$ cat config.mk
export PLATFORM = sky130hd
export DESIGN_NAME = ifm_mapper
export DESIGN_NICKNAME = d
export VERILOG_FILES = /design/src/logic/ifm_pkg.sv /design/src/logic/ifm_mapper.sv
export SDC_FILE = /design/constraint.sdc
export NUM_CORES = 1
export LEC_CHECK = 0
export BUFFER_PORTS_ARGS = -buffer_cell sky130_fd_sc_hd__buf_2
export CAP_MARGIN = 20
export CELL_PAD_IN_SITES_DETAIL_PLACEMENT = 1
export CELL_PAD_IN_SITES_GLOBAL_PLACEMENT = 2
export CORE_MARGIN = 4
export CORE_UTILIZATION = 38
export CTS_CLUSTER_DIAMETER = 200
export CTS_CLUSTER_SIZE = 12
export DETAILED_ROUTE_END_ITERATION = 16
export PLACE_DENSITY = 0.87
export SETUP_SLACK_MARGIN = 0.3
export SYNTH_ARGS = -nofsm -noshare
export SYNTH_HDL_FRONTEND = slang
export SYNTH_SLANG_ARGS = --single-unit
export TNS_END_PERCENT = 50
$ cat constraint.sdc
create_clock -name aclk -period 7.4 [get_ports aclk]
set_input_delay 0.74 -clock aclk [delete_from_list [all_inputs] [get_ports aclk]]
set_output_delay 0.74 -clock aclk [all_outputs]
set_load 0.02 [all_outputs]
$ cat src/logic/ifm_pkg.sv
// Constants, codes and register map of the input function mapper
// Overview of operation
// - Codes 0-2: speed steps, or remote when selected
// - Code 8: speed extension, fifteen presets
// - Code 10 run permit, 12 panel interlock
// - Code 14 enables PID while asserted
// - Code 24 on any terminal: output cutoff
// - Codes 65/66 select panel or network operation
// - Same code on several terminals ORs inputs
// - Speed priority: inching, presets, then PID
// - Cutoff covers missing permit or interlock; interlock only in mode 7 (MODE_ILOCK)
// - Presets and remote share terminals, not separable
// - V/F selects second set; frozen while running
// - Alternate analog select disables voltage input
// - Permit and cutoff act within 2 ms
// - Other functions act within 20 ms
// - Thermal trip active on open contact
// - Cutoff while running coasts immediately
// - Cutoff active refuses any start
// - Start removed decelerates; cutoff coasts
// - Cutoff logic 0 NO, 2 NC, 4 mixed
// - Logic 2: open contact shuts output
// - Code 3 applies second parameter set
// - Logic 4: run only terminal on, comm off
package ifm_pkg;
	localparam int NTERM = 5;
	localparam int SEL_W = 14;
	localparam int ADDR_W = 8;
	// Select codes
	localparam logic [13:0] FN_LOW = 14'h0000;
	localparam logic [13:0] FN_MID = 14'h0001;
	localparam logic [13:0] FN_HIGH = 14'h0002;
	localparam logic [13:0] FN_SECOND = 14'h0003;
	localparam logic [13:0] FN_ALT_AN = 14'h0004;
	localparam logic [13:0] FN_JOG = 14'h0005;
	localparam logic [13:0] FN_THERM = 14'h0007;
	localparam logic [13:0] FN_EXT = 14'h0008;
	localparam logic [13:0] FN_PERMIT = 14'h000A;
	localparam logic [13:0] FN_ILOCK = 14'h000C;
	localparam logic [13:0] FN_PID = 14'h000E;
	localparam logic [13:0] FN_PU_EXT = 14'h0010;
	localparam logic [13:0] FN_VF = 14'h0012;
	localparam logic [13:0] FN_CUT = 14'h0018;
	localparam logic [13:0] FN_HOLD = 14'h0019;
	localparam logic [13:0] FN_TRAV = 14'h0025;
	localparam logic [13:0] FN_FWD = 14'h003C;
	localparam logic [13:0] FN_REV = 14'h003D;
	localparam logic [13:0] FN_RESET = 14'h003E;
	localparam logic [13:0] FN_PANEL = 14'h0041;
	localparam logic [13:0] FN_NET = 14'h0042;
	localparam logic [13:0] FN_SRC = 14'h0043;
	localparam logic [13:0] FN_NONE = 14'h270F;
	// Cutoff logic selections and interlock mode
	localparam logic [2:0] CUT_NO = 3'h0;
	localparam logic [2:0] CUT_NC = 3'h2;
	localparam logic [2:0] CUT_MIX = 3'h4;
	localparam logic [3:0] MODE_ILOCK = 4'h7;
	// Register byte offsets
	localparam logic [7:0] OFS_SEL0 = 8'h00;
	localparam logic [7:0] OFS_CFG = 8'h14;
	localparam logic [7:0] OFS_STAT = 8'h18;
	localparam logic [7:0] OFS_TERM = 8'h1C;
	// Config field positions
	localparam int CFG_REM_LSB = 0;
	localparam int CFG_CUT_LSB = 8;
	localparam int CFG_MODE_LSB = 12;
	localparam int CFG_COMM_BIT = 16;
	localparam logic [1:0] RESP_OKAY = 2'h0;
	localparam logic [1:0] RESP_SLVERR = 2'h2;
	// Speed source encoding
	typedef enum logic [1:0] {
		IFM_SRC_NONE = 2'b00,
		IFM_SRC_JOG = 2'b01,
		IFM_SRC_PRESET = 2'b10,
		IFM_SRC_PID = 2'b11
	} ifm_src_t;
	// Timing: slow functions refresh every tick
	localparam int CLK_NS = 25;
	localparam int TICK_NS = 1_000_000;
	localparam int TICK_CYC = TICK_NS / CLK_NS;
	localparam int CNT_W = 16;
endpackage : ifm_pkg

$ cat src/logic/ifm_mapper.sv
// Input terminal function mapper with output cutoff and AXI4-Lite registers
`timescale 1ns/10ps
`default_nettype none
module ifm_mapper import ifm_pkg::*; #(
	parameter int SLOW_CYC = TICK_CYC
) (
	input wire logic aclk,
	input wire logic aresetn,
	input wire logic [ADDR_W-1:0] s_axi_awaddr,
	input wire logic s_axi_awvalid,
	output logic s_axi_awready,
	input wire logic [31:0] s_axi_wdata,
	input wire logic [3:0] s_axi_wstrb,
	input wire logic s_axi_wvalid,
	output logic s_axi_wready,
	output logic [1:0] s_axi_bresp,
	output logic s_axi_bvalid,
	input wire logic s_axi_bready,
	input wire logic [ADDR_W-1:0] s_axi_araddr,
	input wire logic s_axi_arvalid,
	output logic s_axi_arready,
	output logic [31:0] s_axi_rdata,
	output logic [1:0] s_axi_rresp,
	output logic s_axi_rvalid,
	input wire logic s_axi_rready,
	input wire logic [NTERM-1:0] term_in,
	input wire logic motor_running,
	output logic low_speed_cmd,
	output logic mid_speed_cmd,
	output logic high_speed_cmd,
	output logic remote_clear,
	output logic remote_decel,
	output logic remote_accel,
	output logic speed_ext_select,
	output logic second_set_select,
	output logic alt_analog_select,
	output logic analog_v_enable,
	output logic jog_select,
	output logic ext_thermal_trip,
	output logic pid_enable,
	output logic vf_control,
	output logic panel_net_switch,
	output logic ext_net_switch,
	output logic drive_reset,
	output logic [1:0] speed_src,
	output logic run_permit,
	output logic panel_interlock,
	output logic output_cutoff,
	output logic fwd_run,
	output logic rev_run,
	output logic coast_stop,
	output logic decel_stop
);
	typedef struct packed {
		logic [NTERM-1:0] sync1;
		logic [NTERM-1:0] sync2;
		logic [NTERM-1:0][SEL_W-1:0] sel;
		logic [7:0] remote;
		logic [2:0] cut_sel;
		logic [3:0] mode;
		logic comm_cut;
		logic [CNT_W-1:0] cnt;
		logic tick;
		logic aw_got;
		logic w_got;
		logic [ADDR_W-1:0] awaddr;
		logic [31:0] wdata;
		logic [3:0] wstrb;
		logic awready;
		logic wready;
		logic bvalid;
		logic [1:0] bresp;
		logic arready;
		logic rvalid;
		logic [31:0] rdata;
		logic [1:0] rresp;
		logic [20:0] slow;
		logic [1:0] src;
		logic permit;
		logic ilock;
		logic cut;
		logic fwd;
		logic rev;
		logic coast;
		logic decel;
	} ifm_state_t;

	ifm_state_t s;
	ifm_state_t next_s;

	// Legal select code for a given terminal
	function automatic logic code_ok(input int idx, input logic [SEL_W-1:0] c);
		logic ok;
		ok = 1'b0;
		case (c)
			FN_LOW, FN_MID, FN_HIGH, FN_SECOND, FN_ALT_AN, FN_JOG, FN_THERM,
			FN_EXT, FN_PERMIT, FN_ILOCK, FN_PID, FN_PU_EXT, FN_VF, FN_CUT,
			FN_HOLD, FN_TRAV, FN_RESET, FN_PANEL, FN_NET, FN_SRC, FN_NONE: ok = 1'b1;
			FN_FWD: ok = (idx == 0);
			FN_REV: ok = (idx == 1);
			default: ok = 1'b0;
		endcase
		return ok;
	endfunction : code_ok

	// OR of every terminal carrying one code; inv reads open contact as on
	function automatic logic fn_or(input ifm_state_t st, input logic [SEL_W-1:0] c, input logic inv);
		logic r;
		r = 1'b0;
		for (int i = 0; i < NTERM; i++) begin
			if (st.sel[i] == c) begin
				r = r | (st.sync2[i] ^ inv);
			end
		end
		return r;
	endfunction : fn_or

	function automatic logic fn_used(input ifm_state_t st, input logic [SEL_W-1:0] c);
		logic r;
		r = 1'b0;
		for (int i = 0; i < NTERM; i++) begin
			r = r | (st.sel[i] == c);
		end
		return r;
	endfunction : fn_used

	// Byte-lane merge of a write
	function automatic logic [31:0] merge(input logic [31:0] old, input logic [31:0] d, input logic [3:0] st);
		logic [31:0] r;
		r = old;
		for (int b = 0; b < 4; b++) begin
			if (st[b]) begin
				r[8*b +: 8] = d[8*b +: 8];
			end
		end
		return r;
	endfunction : merge

	logic shut_c;
	logic term_cut_c;
	logic therm_c;
	logic [31:0] cfg_rd;
	logic [31:0] stat_rd;
	logic [20:0] slow_c;

	assign cfg_rd = {15'h0000, s.comm_cut, s.mode, 1'b0, s.cut_sel, s.remote};
	assign stat_rd = {s.coast, s.decel, s.fwd, s.rev, s.cut, s.ilock, s.permit, s.src, 2'h0, s.slow};

	always_comb begin
		logic speed_any;
		logic rt;
		logic ext_on;
		logic [31:0] cur;
		logic [31:0] nv;
		int widx;
		logic hit;
		speed_any = 1'b0;
		rt = 1'b0;
		ext_on = 1'b0;
		cur = 32'h0000_0000;
		nv = 32'h0000_0000;
		widx = 0;
		hit = 1'b0;
		next_s = s;
		// Two-stage synchroniser on the contacts
		next_s.sync1 = term_in;
		next_s.sync2 = s.sync1;

		// Divider: slow functions refresh once per tick
		next_s.tick = 1'b0;
		if (s.cnt >= CNT_W'(SLOW_CYC - 1)) begin
			next_s.cnt = '0;
			next_s.tick = 1'b1;
		end else begin
			next_s.cnt = s.cnt + CNT_W'(1);
		end

		// Cutoff contact logic; unknown selections act as normally open
		term_cut_c = fn_or(s, FN_CUT, 1'b0);
		case (s.cut_sel)
			CUT_NC: shut_c = !(term_cut_c && s.comm_cut);
			CUT_MIX: shut_c = !(term_cut_c && !s.comm_cut);
			default: shut_c = term_cut_c || s.comm_cut;
		endcase
		// Thermal relay trips on an open contact
		therm_c = fn_or(s, FN_THERM, 1'b1);

		// Same shared terminals serve presets or remote setting
		ext_on = fn_or(s, FN_EXT, 1'b0);
		slow_c[0] = (s.remote == 8'h00) && fn_or(s, FN_LOW, 1'b0);
		slow_c[1] = (s.remote == 8'h00) && fn_or(s, FN_MID, 1'b0);
		slow_c[2] = (s.remote == 8'h00) && fn_or(s, FN_HIGH, 1'b0);
		slow_c[3] = (s.remote != 8'h00) && fn_or(s, FN_LOW, 1'b0);
		slow_c[4] = (s.remote != 8'h00) && fn_or(s, FN_MID, 1'b0);
		slow_c[5] = (s.remote != 8'h00) && fn_or(s, FN_HIGH, 1'b0);
		slow_c[6] = ext_on;
		// Control method only switches while stopped
		slow_c[13] = motor_running ? s.slow[13] : fn_or(s, FN_VF, 1'b0);
		// V/F request always brings the second set
		rt = fn_or(s, FN_SECOND, 1'b0) || fn_or(s, FN_VF, 1'b0);
		slow_c[7] = rt;
		slow_c[8] = fn_or(s, FN_ALT_AN, 1'b0);
		slow_c[9] = !slow_c[8];
		slow_c[10] = fn_or(s, FN_JOG, 1'b0);
		slow_c[11] = therm_c;
		slow_c[12] = fn_or(s, FN_PID, 1'b0);
		slow_c[14] = fn_or(s, FN_PANEL, 1'b0);
		slow_c[15] = fn_or(s, FN_NET, 1'b0);
		slow_c[16] = fn_or(s, FN_RESET, 1'b0);
		slow_c[20:17] = 4'h0;
		speed_any = slow_c[0] || slow_c[1] || slow_c[2] || ext_on;
		if (s.tick) begin
			next_s.slow = slow_c;
			// Inching beats presets beats PID
			if (slow_c[10]) begin
				next_s.src = IFM_SRC_JOG;
			end else if (speed_any) begin
				next_s.src = IFM_SRC_PRESET;
			end else if (slow_c[12]) begin
				next_s.src = IFM_SRC_PID;
			end else begin
				next_s.src = IFM_SRC_NONE;
			end
		end

		// Fast path, refreshed every cycle
		next_s.cut = shut_c;
		// Cutoff stands in for an unassigned permit, and for an unassigned interlock in MODE_ILOCK
		next_s.permit = fn_used(s, FN_PERMIT) ? fn_or(s, FN_PERMIT, 1'b0) : !shut_c;
		if (fn_used(s, FN_ILOCK)) begin
			next_s.ilock = fn_or(s, FN_ILOCK, 1'b0);
		end else begin
			next_s.ilock = (s.mode == MODE_ILOCK) && shut_c;
		end
		// Start is refused under cutoff
		next_s.fwd = fn_or(s, FN_FWD, 1'b0) && !shut_c && next_s.permit;
		next_s.rev = fn_or(s, FN_REV, 1'b0) && !shut_c && next_s.permit;
		// Cutoff coasts; a plain stop ramps down
		next_s.coast = shut_c;
		next_s.decel = !shut_c && motor_running && !next_s.fwd && !next_s.rev;

		// Write channel: address and data taken in either order
		if (s_axi_awvalid && s.awready) begin
			next_s.aw_got = 1'b1;
			next_s.awaddr = s_axi_awaddr;
			next_s.awready = 1'b0;
		end
		if (s_axi_wvalid && s.wready) begin
			next_s.w_got = 1'b1;
			next_s.wdata = s_axi_wdata;
			next_s.wstrb = s_axi_wstrb;
			next_s.wready = 1'b0;
		end
		if (s.aw_got && s.w_got && !s.bvalid) begin
			next_s.bvalid = 1'b1;
			next_s.bresp = RESP_SLVERR;
			widx = int'(s.awaddr[ADDR_W-1:2]);
			if (s.awaddr == OFS_CFG) begin
				nv = merge(cfg_rd, s.wdata, s.wstrb);
				next_s.remote = nv[CFG_REM_LSB +: 8];
				next_s.cut_sel = nv[CFG_CUT_LSB +: 3];
				next_s.mode = nv[CFG_MODE_LSB +: 4];
				next_s.comm_cut = nv[CFG_COMM_BIT];
				next_s.bresp = RESP_OKAY;
			end else if (s.awaddr[1:0] == 2'b00 && widx < NTERM) begin
				hit = 1'b1;
			end
			if (hit) begin
				cur = {18'h0_0000, s.sel[widx]};
				nv = merge(cur, s.wdata, s.wstrb);
				// Illegal codes leave the selector unchanged
				if (nv[31:SEL_W] == '0 && code_ok(widx, nv[SEL_W-1:0])) begin
					next_s.sel[widx] = nv[SEL_W-1:0];
					next_s.bresp = RESP_OKAY;
				end
			end
		end
		if (s.bvalid && s_axi_bready) begin
			next_s.bvalid = 1'b0;
			next_s.aw_got = 1'b0;
			next_s.w_got = 1'b0;
			next_s.awready = 1'b1;
			next_s.wready = 1'b1;
		end

		// Read channel, one beat answered the cycle after the address
		if (s_axi_arvalid && s.arready) begin
			next_s.arready = 1'b0;
			next_s.rvalid = 1'b1;
			next_s.rresp = RESP_OKAY;
			next_s.rdata = 32'h0000_0000;
			case (s_axi_araddr)
				OFS_CFG: next_s.rdata = cfg_rd;
				OFS_STAT: next_s.rdata = stat_rd;
				OFS_TERM: next_s.rdata = {27'h000_0000, s.sync2};
				default: begin
					widx = int'(s_axi_araddr[ADDR_W-1:2]);
					if (s_axi_araddr[1:0] == 2'b00 && widx < NTERM) begin
						next_s.rdata = {18'h0_0000, s.sel[widx]};
					end else begin
						next_s.rresp = RESP_SLVERR;
					end
				end
			endcase
		end
		if (s.rvalid && s_axi_rready) begin
			next_s.rvalid = 1'b0;
			next_s.arready = 1'b1;
		end
	end

	// State register; selectors start at their shipped assignments
	always_ff @(posedge aclk) begin
		if (!aresetn) begin
			s <= '0;
			s.sel[0] <= FN_FWD;
			s.sel[1] <= FN_REV;
			s.sel[2] <= FN_LOW;
			s.sel[3] <= FN_MID;
			s.sel[4] <= FN_HIGH;
			s.awready <= 1'b1;
			s.wready <= 1'b1;
			s.arready <= 1'b1;
			s.slow[9] <= 1'b1;
		end else begin
			s <= next_s;
		end
	end

	assign s_axi_awready = s.awready;
	assign s_axi_wready = s.wready;
	assign s_axi_bvalid = s.bvalid;
	assign s_axi_bresp = s.bresp;
	assign s_axi_arready = s.arready;
	assign s_axi_rvalid = s.rvalid;
	assign s_axi_rdata = s.rdata;
	assign s_axi_rresp = s.rresp;
	assign low_speed_cmd = s.slow[0];
	assign mid_speed_cmd = s.slow[1];
	assign high_speed_cmd = s.slow[2];
	assign remote_clear = s.slow[3];
	assign remote_decel = s.slow[4];
	assign remote_accel = s.slow[5];
	assign speed_ext_select = s.slow[6];
	assign second_set_select = s.slow[7];
	assign alt_analog_select = s.slow[8];
	assign analog_v_enable = s.slow[9];
	assign jog_select = s.slow[10];
	assign ext_thermal_trip = s.slow[11];
	assign pid_enable = s.slow[12];
	assign vf_control = s.slow[13];
	assign panel_net_switch = s.slow[14];
	assign ext_net_switch = s.slow[15];
	assign drive_reset = s.slow[16];
	assign speed_src = s.src;
	assign run_permit = s.permit;
	assign panel_interlock = s.ilock;
	assign output_cutoff = s.cut;
	assign fwd_run = s.fwd;
	assign rev_run = s.rev;
	assign coast_stop = s.coast;
	assign decel_stop = s.decel;
endmodule : ifm_mapper
`default_nettype wire

==> results of run 1 <==
## path summary, 6_finish.rpt
check / start / to / slack [ns] / cells after the start
hold reg to reg: next_s[222] / s[222] / 0.43 / 1
setup / recovery: s[111] / s[158] / 2.89 / 8
setup reg to reg: s[111] / s[158] / 2.89 / 8
hold / removal: term_in[4] / next_s[224] / 0.43 / 2
## state kept, by name, indices dropped and copies added (netlist names), 2 cells and up
register and count:
cfg_rd 16, next_s 5, s 138, s_axi_rdata 25, speed_src 2
## through the flow
| stage | util | hold WS (ns) | cell area (um^2) | power [W] |
|---|---|---|---|---|
| finish | 0.427 | 0.430 | 12300 | 0.00235 |
| global route | 0.427 | 0.426 | 12300 | 0.00245 |
| CTS | 0.426 | 0.411 | 12300 | 0.00238 |
| detailed placement | 0.408 | 0.420 | 11700 | 0.00144 |
| global placement | 0.407 | 0.416 | 11700 | 0.00143 |
| floorplan | - | 0.412 | 11100 | 0.00137 |
## cells in the mapped netlist (18+ instances only)
library cell,instances
a21oi_1,94
nor2_1,109
o21ai_0,18
mux2i_1,65
a22oi_1,29
buf_4,45
dfxtp_1,216
nand3_1,63
inv_1,20
nor4_1,27
nor3_1,31
and2_1,25
mux4_2,26
clkbuf_1,60
nand2_1,227
and3_1,21
nor2b_1,25
## power by group through the flow
stage | sequential [W] | clock [W] | combinational (W)
finish | 0.00121 | 0.000941 | 0.000198
global route | 0.00121 | 0.00101 | 0.000220
CTS | 0.00121 | 0.000968 | 0.000199
detailed placement | 0.00124 | 0 | 0.000198
global placement | 0.00124 | 0 | 0.000197
floorplan | 0.00123 | 0 | 0.000138
## cell families after synthesis
kind of cell,Yosys count,share of synthesized area
compound gates,230,0.141
buf+inv,139,0.0638
mux,108,0.129
flops,216,0.390
fa+ha+maj,1,0.00113
simple gates,603,0.265
other cells,1,0.000338
xor+xnor,13,0.0103
## layout make-up
type | count | area [um^2] | share of cell area
clock buffer | 21 | 526 | 0.0427
clock inverter | 1 | 8.76 | 0.000712
timing repair buffer | 142 | 764 | 0.0622
sequential | 216 | 4320 | 0.352
multi-input combinational | 963 | 6110 | 0.497
tap | 384 | 480 | 0.0391
inverter | 20 | 77.6 | 0.00631
## routing by layer
metal	vias up	GRT usage	share of wire
met3	60	0.0485	0.066
met2	298	0.381	0.45
met1	4999	0.335	0.46
li1	4773	-	-
met5	-	0	0.00033
met4	2	0.0566	0.023
## critical path: stages (launching register included)
cell and delay [ns]:
dfxtp_1 0.70, nor3b_2 0.91, a22oi_1 0.27, a21boi_1 0.30
or4_1 0.58, nor4_1 0.20, o2111a_1 0.41, o311a_1 0.77
mux2i_1 0.27
==> metrics.md, run 1 <==
| Metric | Value |
|---|---|
| First-pass GRT wire length | `59.7 mm` |
| Final setup skew | `0.0127 ns` |
| Sequential share of the synthesized area | `0.390` |
| Synth unique cells | `a little under 80` |
| Synth area leaders | `dfxtp_1 39%, nand2_1 7.7%, mux2i_1 5.9%` |
| Fin Setup TNS | `0 ns` |
| Area share of the largest cell type after synthesis | `0.390` |
| Clock share of power | `0.400` |
| Share of layout cells above drive strength 1 | `0.171` |
| Peak Freq | `approximately 220 MHz` |
| Syn Std Cell Area | `11,100 um^2` |
| RSZ-0062 raised after global routing | `false` |
| Worst EP arrival | `4.93 ns` |
| Clock transition at path regs | `0.07 ns` |
| Crit Path Max Fanout | `15` |
| Cts repair resizes | `0` |
| Most common cell after layout, fill and taps aside | `nand2_1` |
| Psw | `0.000595 W` |
| Final worst setup slack | `2.89 ns` |
| Power per cell area | `191 nW/um^2` |
| Synth warn | `0` |
| Initial core utilization | `0.386` |
| Fin cells | `1,747` |
| Synth Instances | `roughly 1,300` |
| Max-slew violation count | `0` |
| WP data required | `7.82 ns` |
| Static Leakage | `4.88 nW` |
| Hold_buf cts | `0` |
| Root Buffer | `clkbuf_16` |
| Vias in the first global route | `9,897` |
| GRT Total Usage | `0.239` |
| WS Path Type | `reg -> reg` |
| Fillers | `3,446` |
| Initial antenna violation count | `2` |
| Min Tclk post-route | `4.51 ns` |
| Max Buffers Root-to-Sink | `3` |
| Logic pwr share | `0.084` |
| Die height | `around 180 um` |
| Die area | `around 32,000 um^2` |
| # DRC | `0` |
| CP endpoint kind | `register` |
| Critical Path Source Type | `register` |
| Ys flop type | `dfxtp_1` |
| DRT antenna net count | `0` |
| CTS HTree Levels | `1` |
| I/O Buffers | `123` |
| Worst Hold Class | `in -> reg` |
| Peak VDD IR | `0.136 mV` |
| Global route overflow | `0` |
| # Post-CTS Setup Buffers | `0` |
| I/O pin count | `roughly 130` |
| Pre-CTS setup slack | `2.89 ns` |
| Slew headroom | `0.264` |
| Final Wtd Congestion | `roughly 0.94` |
| Clk sink count | `216` |
| First-pass DRT Iterations | `5` |
| Nets | `approximately 1,400` |
| DR iter-0 viols | `797` |
| Commonest cells after routing, fill and taps aside | `227 x nand2_1, 216 x dfxtp_1, 124 x buf_2` |
| Post-DP HPWL | `29.3 mm` |
| Synth area leader | `dfxtp_1` |
| Period utilization | `0.610` |
| FP Rows | `62` |
| WL final | `39.0 mm` |
| Largest net degree at the start of global routing | `68` |
| Sw frac | `0.253` |
| Core Area | `28,800 um^2` |
| Vias after detailed routing | `~10,000` |
| Average wire per standard cell | `22.3 um` |
| EDFF count, synth | `0` |
| Vias/cell | `5.80` |
| Seq cells post-synth | `216` |
| Sequential power share | `0.515` |
| CTS tree | `done` |
| Final setup viols | `0` |
| Dpl cells | `1,722` |
| Syn avg cell area | `8.47 um^2` |
| Status | `finished, final reports clean` |
| Die width | `179 um` |
| Post-synth ARST share | `0` |
| Int Power | `~0.0018 W` |
| MaxCap Viol Count | `0` |
| Ant diodes | `0` |
| CTS buffer count | `21` |
| Later-pin clock latency in the skew report | `0.51 ns` |
| Syn-to-layout area delta | `10.8%` |
| Final Hold Fails | `0` |
| Worst slew pin tran | `1.09 ns` |
No activity file was read; power rests on OpenSTA's default activity.
==> run 2: changes to the inputs <==
ABC_AREA = 1   (was default)
CORE_UTILIZATION = 29   (was 38)
PLACE_DENSITY = 0.78   (was 0.87)
clock period = 3.83 ns   (was 7.4 ns; I/O delays follow)
==> metrics.md, run 2 <==
| Metric | Value |
|---|---|
| Synth area leader | `dfxtp_1` |
| Syn Std Cell Area | `11,700 um^2 (+5.3%)` |
| First-pass GRT wire length | `72.7 mm (+22%)` |
| First-pass DRT Iterations | `5 (unchanged)` |
| Period utilization | `0.816 (+0.207)` |
| Area share of the largest cell type after synthesis | `0.370 (-0.0195)` |
| Nets | `1,940 (+36%)` |
| # DRC | `0 (unchanged)` |
| CTS tree | `done` |
| Worst slew pin tran | `0.926 ns (-0.169 ns)` |
| Max Buffers Root-to-Sink | `3 (unchanged)` |
| Post-DP HPWL | `38.1 mm (+30%)` |
| Logic pwr share | `0.127 (+0.043)` |
| Final Hold Fails | `0 (unchanged)` |
| CTS HTree Levels | `1 (unchanged)` |
| Fin Setup TNS | `0 ns (unchanged)` |
| Vias/cell | `5.12 (-12%)` |
| Synth warn | `0 (unchanged)` |
| WL final | `48.6 mm (+25%)` |
| Most common cell after layout, fill and taps aside | `nand2_1` |
| Sequential power share | `0.486 (-0.029)` |
| I/O pin count | `132 (unchanged)` |
| Most numerous cell in the Yosys netlist | `nand2_1` |
| Post-synth ARST share | `0 (unchanged)` |
| CTS buffer count | `21 (unchanged)` |
| Root Buffer | `clkbuf_16` |
| Initial antenna violation count | `0 (-2)` |
| Vias after detailed routing | `12,300 (+21%)` |
| CP endpoint kind | `register` |
| Post-synth top cells | `374 x nand2_1, 337 x nor2_1, 224 x inv_1` |
| Commonest cells after routing, fill and taps aside | `374 x nand2_1, 337 x nor2_1, 224 x inv_1` |
| Power per cell area | `369 nW/um^2 (+93%)` |
| Worst EP arrival | `3.52 ns (-1.41 ns)` |
| WP data required | `4.22 ns (-3.60 ns)` |
| Vias in the first global route | `12,100 (+23%)` |
| Share of layout cells above drive strength 1 | `0.110 (-0.0610)` |
| Peak VDD IR | `0.241 mV (+77%)` |
| RSZ-0062 raised after global routing | `false` |
| I/O Buffers | `123 (unchanged)` |
| Core Area | `39,800 um^2 (+38%)` |
| Final setup viols | `0 (unchanged)` |
| Clock share of power | `0.388 (-0.012)` |
| Reg with most FFs | `s` |
| Crit-path cells | `buf_4, nor2_8, nand2_4, o21ai_0, inv_1, nand2_1, nand2_1, inv_2, nor2_1, nand3_1, nand2_1, nand2_1, nand3_1, nand2_1, nand2_4, nand4_1, buf_4, o21bai_1, nor2_1` |
| Hold_ws | `0.0519 ns (-0.378 ns)` |
| Final setup skew | `0.0268 ns (+0.0141 ns)` |
| Sw frac | `0.289 (+0.0356)` |
| Sequential share of the synthesized area | `0.370 (-0.0195)` |
| GRT Total Usage | `0.211 (-0.0282)` |
| CP dominant cell by count | `nand2_1` |
| Max reg flops | `138 (unchanged)` |
| Min Tclk post-route | `3.13 ns (-1.39 ns)` |
| DR iter-0 viols | `817 (+2.5%)` |
| Fillers | `5,219 (+51%)` |
| Ys flop type | `dfxtp_1` |
| Crit Path Max Fanout | `24 (+9)` |
| Global route overflow | `0 (unchanged)` |
| Die area | `43,600 um^2 (+36%)` |
| EDFF count, synth | `0 (unchanged)` |
| Die height | `209 um (+17%)` |
| Max-slew violation count | `0 (unchanged)` |
| Int Power | `0.00344 W (+96%)` |
| Clock transition at path regs | `0.07 ns (about the same)` |
| Syn avg cell area | `6.50 um^2 (-23%)` |
| # Post-CTS Setup Buffers | `0 (unchanged)` |
| Largest stage delay on the critical path | `0.39 ns (-0.52 ns)` |
| Peak Freq | `320 MHz (+44%)` |
| Worst Hold Class | `in -> reg` |
| Synth unique cells | `56 (-27%)` |
| MaxCap Viol Count | `0 (unchanged)` |
| Later-pin clock latency in the skew report | `0.53 ns (+0.02 ns)` |
| Average wire per standard cell | `20.3 um (-9.3%)` |
| Critical Path Source Type | `register` |
| Psw | `0.00140 W (+140%)` |
| FP Rows | `73 (+18%)` |
| Initial core utilization | `0.293 (-0.0922)` |
| Die width | `209 um (+17%)` |
| Synth area leaders | `dfxtp_1 37%, nand2_1 12%, nor2_1 11%` |
| Status | `finished, final reports clean` |
| Slew headroom | `0.382 (+0.118)` |
| Largest net degree at the start of global routing | `59 (-13%)` |
| WS Path Type | `reg -> reg` |
| Ant diodes | `0 (unchanged)` |
| Final Wtd Congestion | `0.947 (+1.1%)` |
| Clk sink count | `216 (unchanged)` |
| DRT antenna net count | `0 (unchanged)` |
| Syn-to-layout area delta | `12.2%` |
| Static Leakage | `6.09 nW (+25%)` |
| Synth Instances | `1,797 (+37%)` |
| Crit-path slowest cell | `dfxtp_1` |
| Seq cells post-synth | `216 (unchanged)` |
==> run 2: cell count changes after synthesis, moves of 23 or more <==
cell	before	now
and2_1	25	0
a21oi_1	94	71
inv_1	20	224
nor2b_1	25	0
mux2i_1	65	0
o21ai_0	18	116
nor2_1	109	337
mux4_2	26	0
nand4_1	10	38
nand3_1	63	87
nand2_1	227	374
==> run 2: worst paths after layout <==
kind	from	end	slack, ns	cells past startpoint
worst min-delay path	term_in[3]	next_s[223]	0.05	3
worst min register to register	next_s[223]	s[223]	0.43	2
worst max-delay path	s[109]	s[150]	0.70	19
worst max register to register	s[109]	s[150]	0.70	19
==> run 2: layout make-up <==
cell class / count / area, um^2 / area share
Inverter: 236 / 887 / 0.0676
Clock inverter: 1 / 8.76 / 0.000668
Timing Repair Buffer: 152 / 836 / 0.0637
Tap cell: 525 / 657 / 0.0501
Sequential cell: 216 / 4330 / 0.330
Multi-Input combinational cell: 1247 / 5870 / 0.448
Clock buffer: 21 / 526 / 0.0401
==> run 2: metal layers <==
layer / vias to the layer above / part of all wire / GRT usage
met4: 0 / 0.037 / 0.0682
met1: 5907 / 0.45 / 0.285
met5: - / 0 / 0
met2: 327 / 0.47 / 0.356
met3: 73 / 0.047 / 0.0225
li1: 5963 / - / -
==> run 2: logic make-up (layout without fill, tap and decap cells) <==
group,count (synthesis),in the layout,synth area share
DFF,216,216,0.370
AOI/OAI and AO/OA,312,312,0.161
adders and majority gates,1,1,0.00107
xor gates and xnor gates,5,5,0.00375
buffers and inverters,341,410,0.129
and+or+nand+nor,921,921,0.334
other,1,8,0.000321
==> run 2: what timing repair did <==
| action | 4_1_cts | 5_1_grt |
|---|---|---|
| endpoints found under the setup margin | 0 | 4 |
| hold buffers | 0 | 0 |
| resized for setup | 0 | 1 |
==> run 2: power by group through the flow <==
| stage | Combinational, W | Sequential [W] | Clock [W] |
|---|---|---|---|
| after detailed placement | 0.000613 | 0.00240 | 0 |
| final | 0.000614 | 0.00235 | 0.00188 |
| after floorplan | 0.000415 | 0.00239 | 0 |
| after global routing | 0.000678 | 0.00236 | 0.00202 |
| after CTS | 0.000617 | 0.00235 | 0.00194 |
| after global placement | 0.000601 | 0.00240 | 0 |
==> run 2: through the flow <==
step / util / cell area, um^2 / instances / worst slack [ns] / total power [W]
floorplan: - / 11700 / 1804 / 1.59 / 0.00281
detailed placement: 0.316 / 12600 / 2376 / 0.649 / 0.00301
global route: 0.329 / 13100 / 2398 / 0.369 / 0.00506
global placement: 0.316 / 12600 / 2376 / 0.807 / 0.00300
CTS: 0.329 / 13100 / 2398 / 0.633 / 0.00491
finish: 0.329 / 13100 / 2398 / 0.704 / 0.00484
==> run 2: critical path, delay by kind of cell, from the launching register on <==
family                 cells  cell delay [ns]
and+or+nand+nor           13             1.35
buffers and inverters      4             0.82
AOI/OAI and AO/OA          2             0.41
DFF                        1             0.39
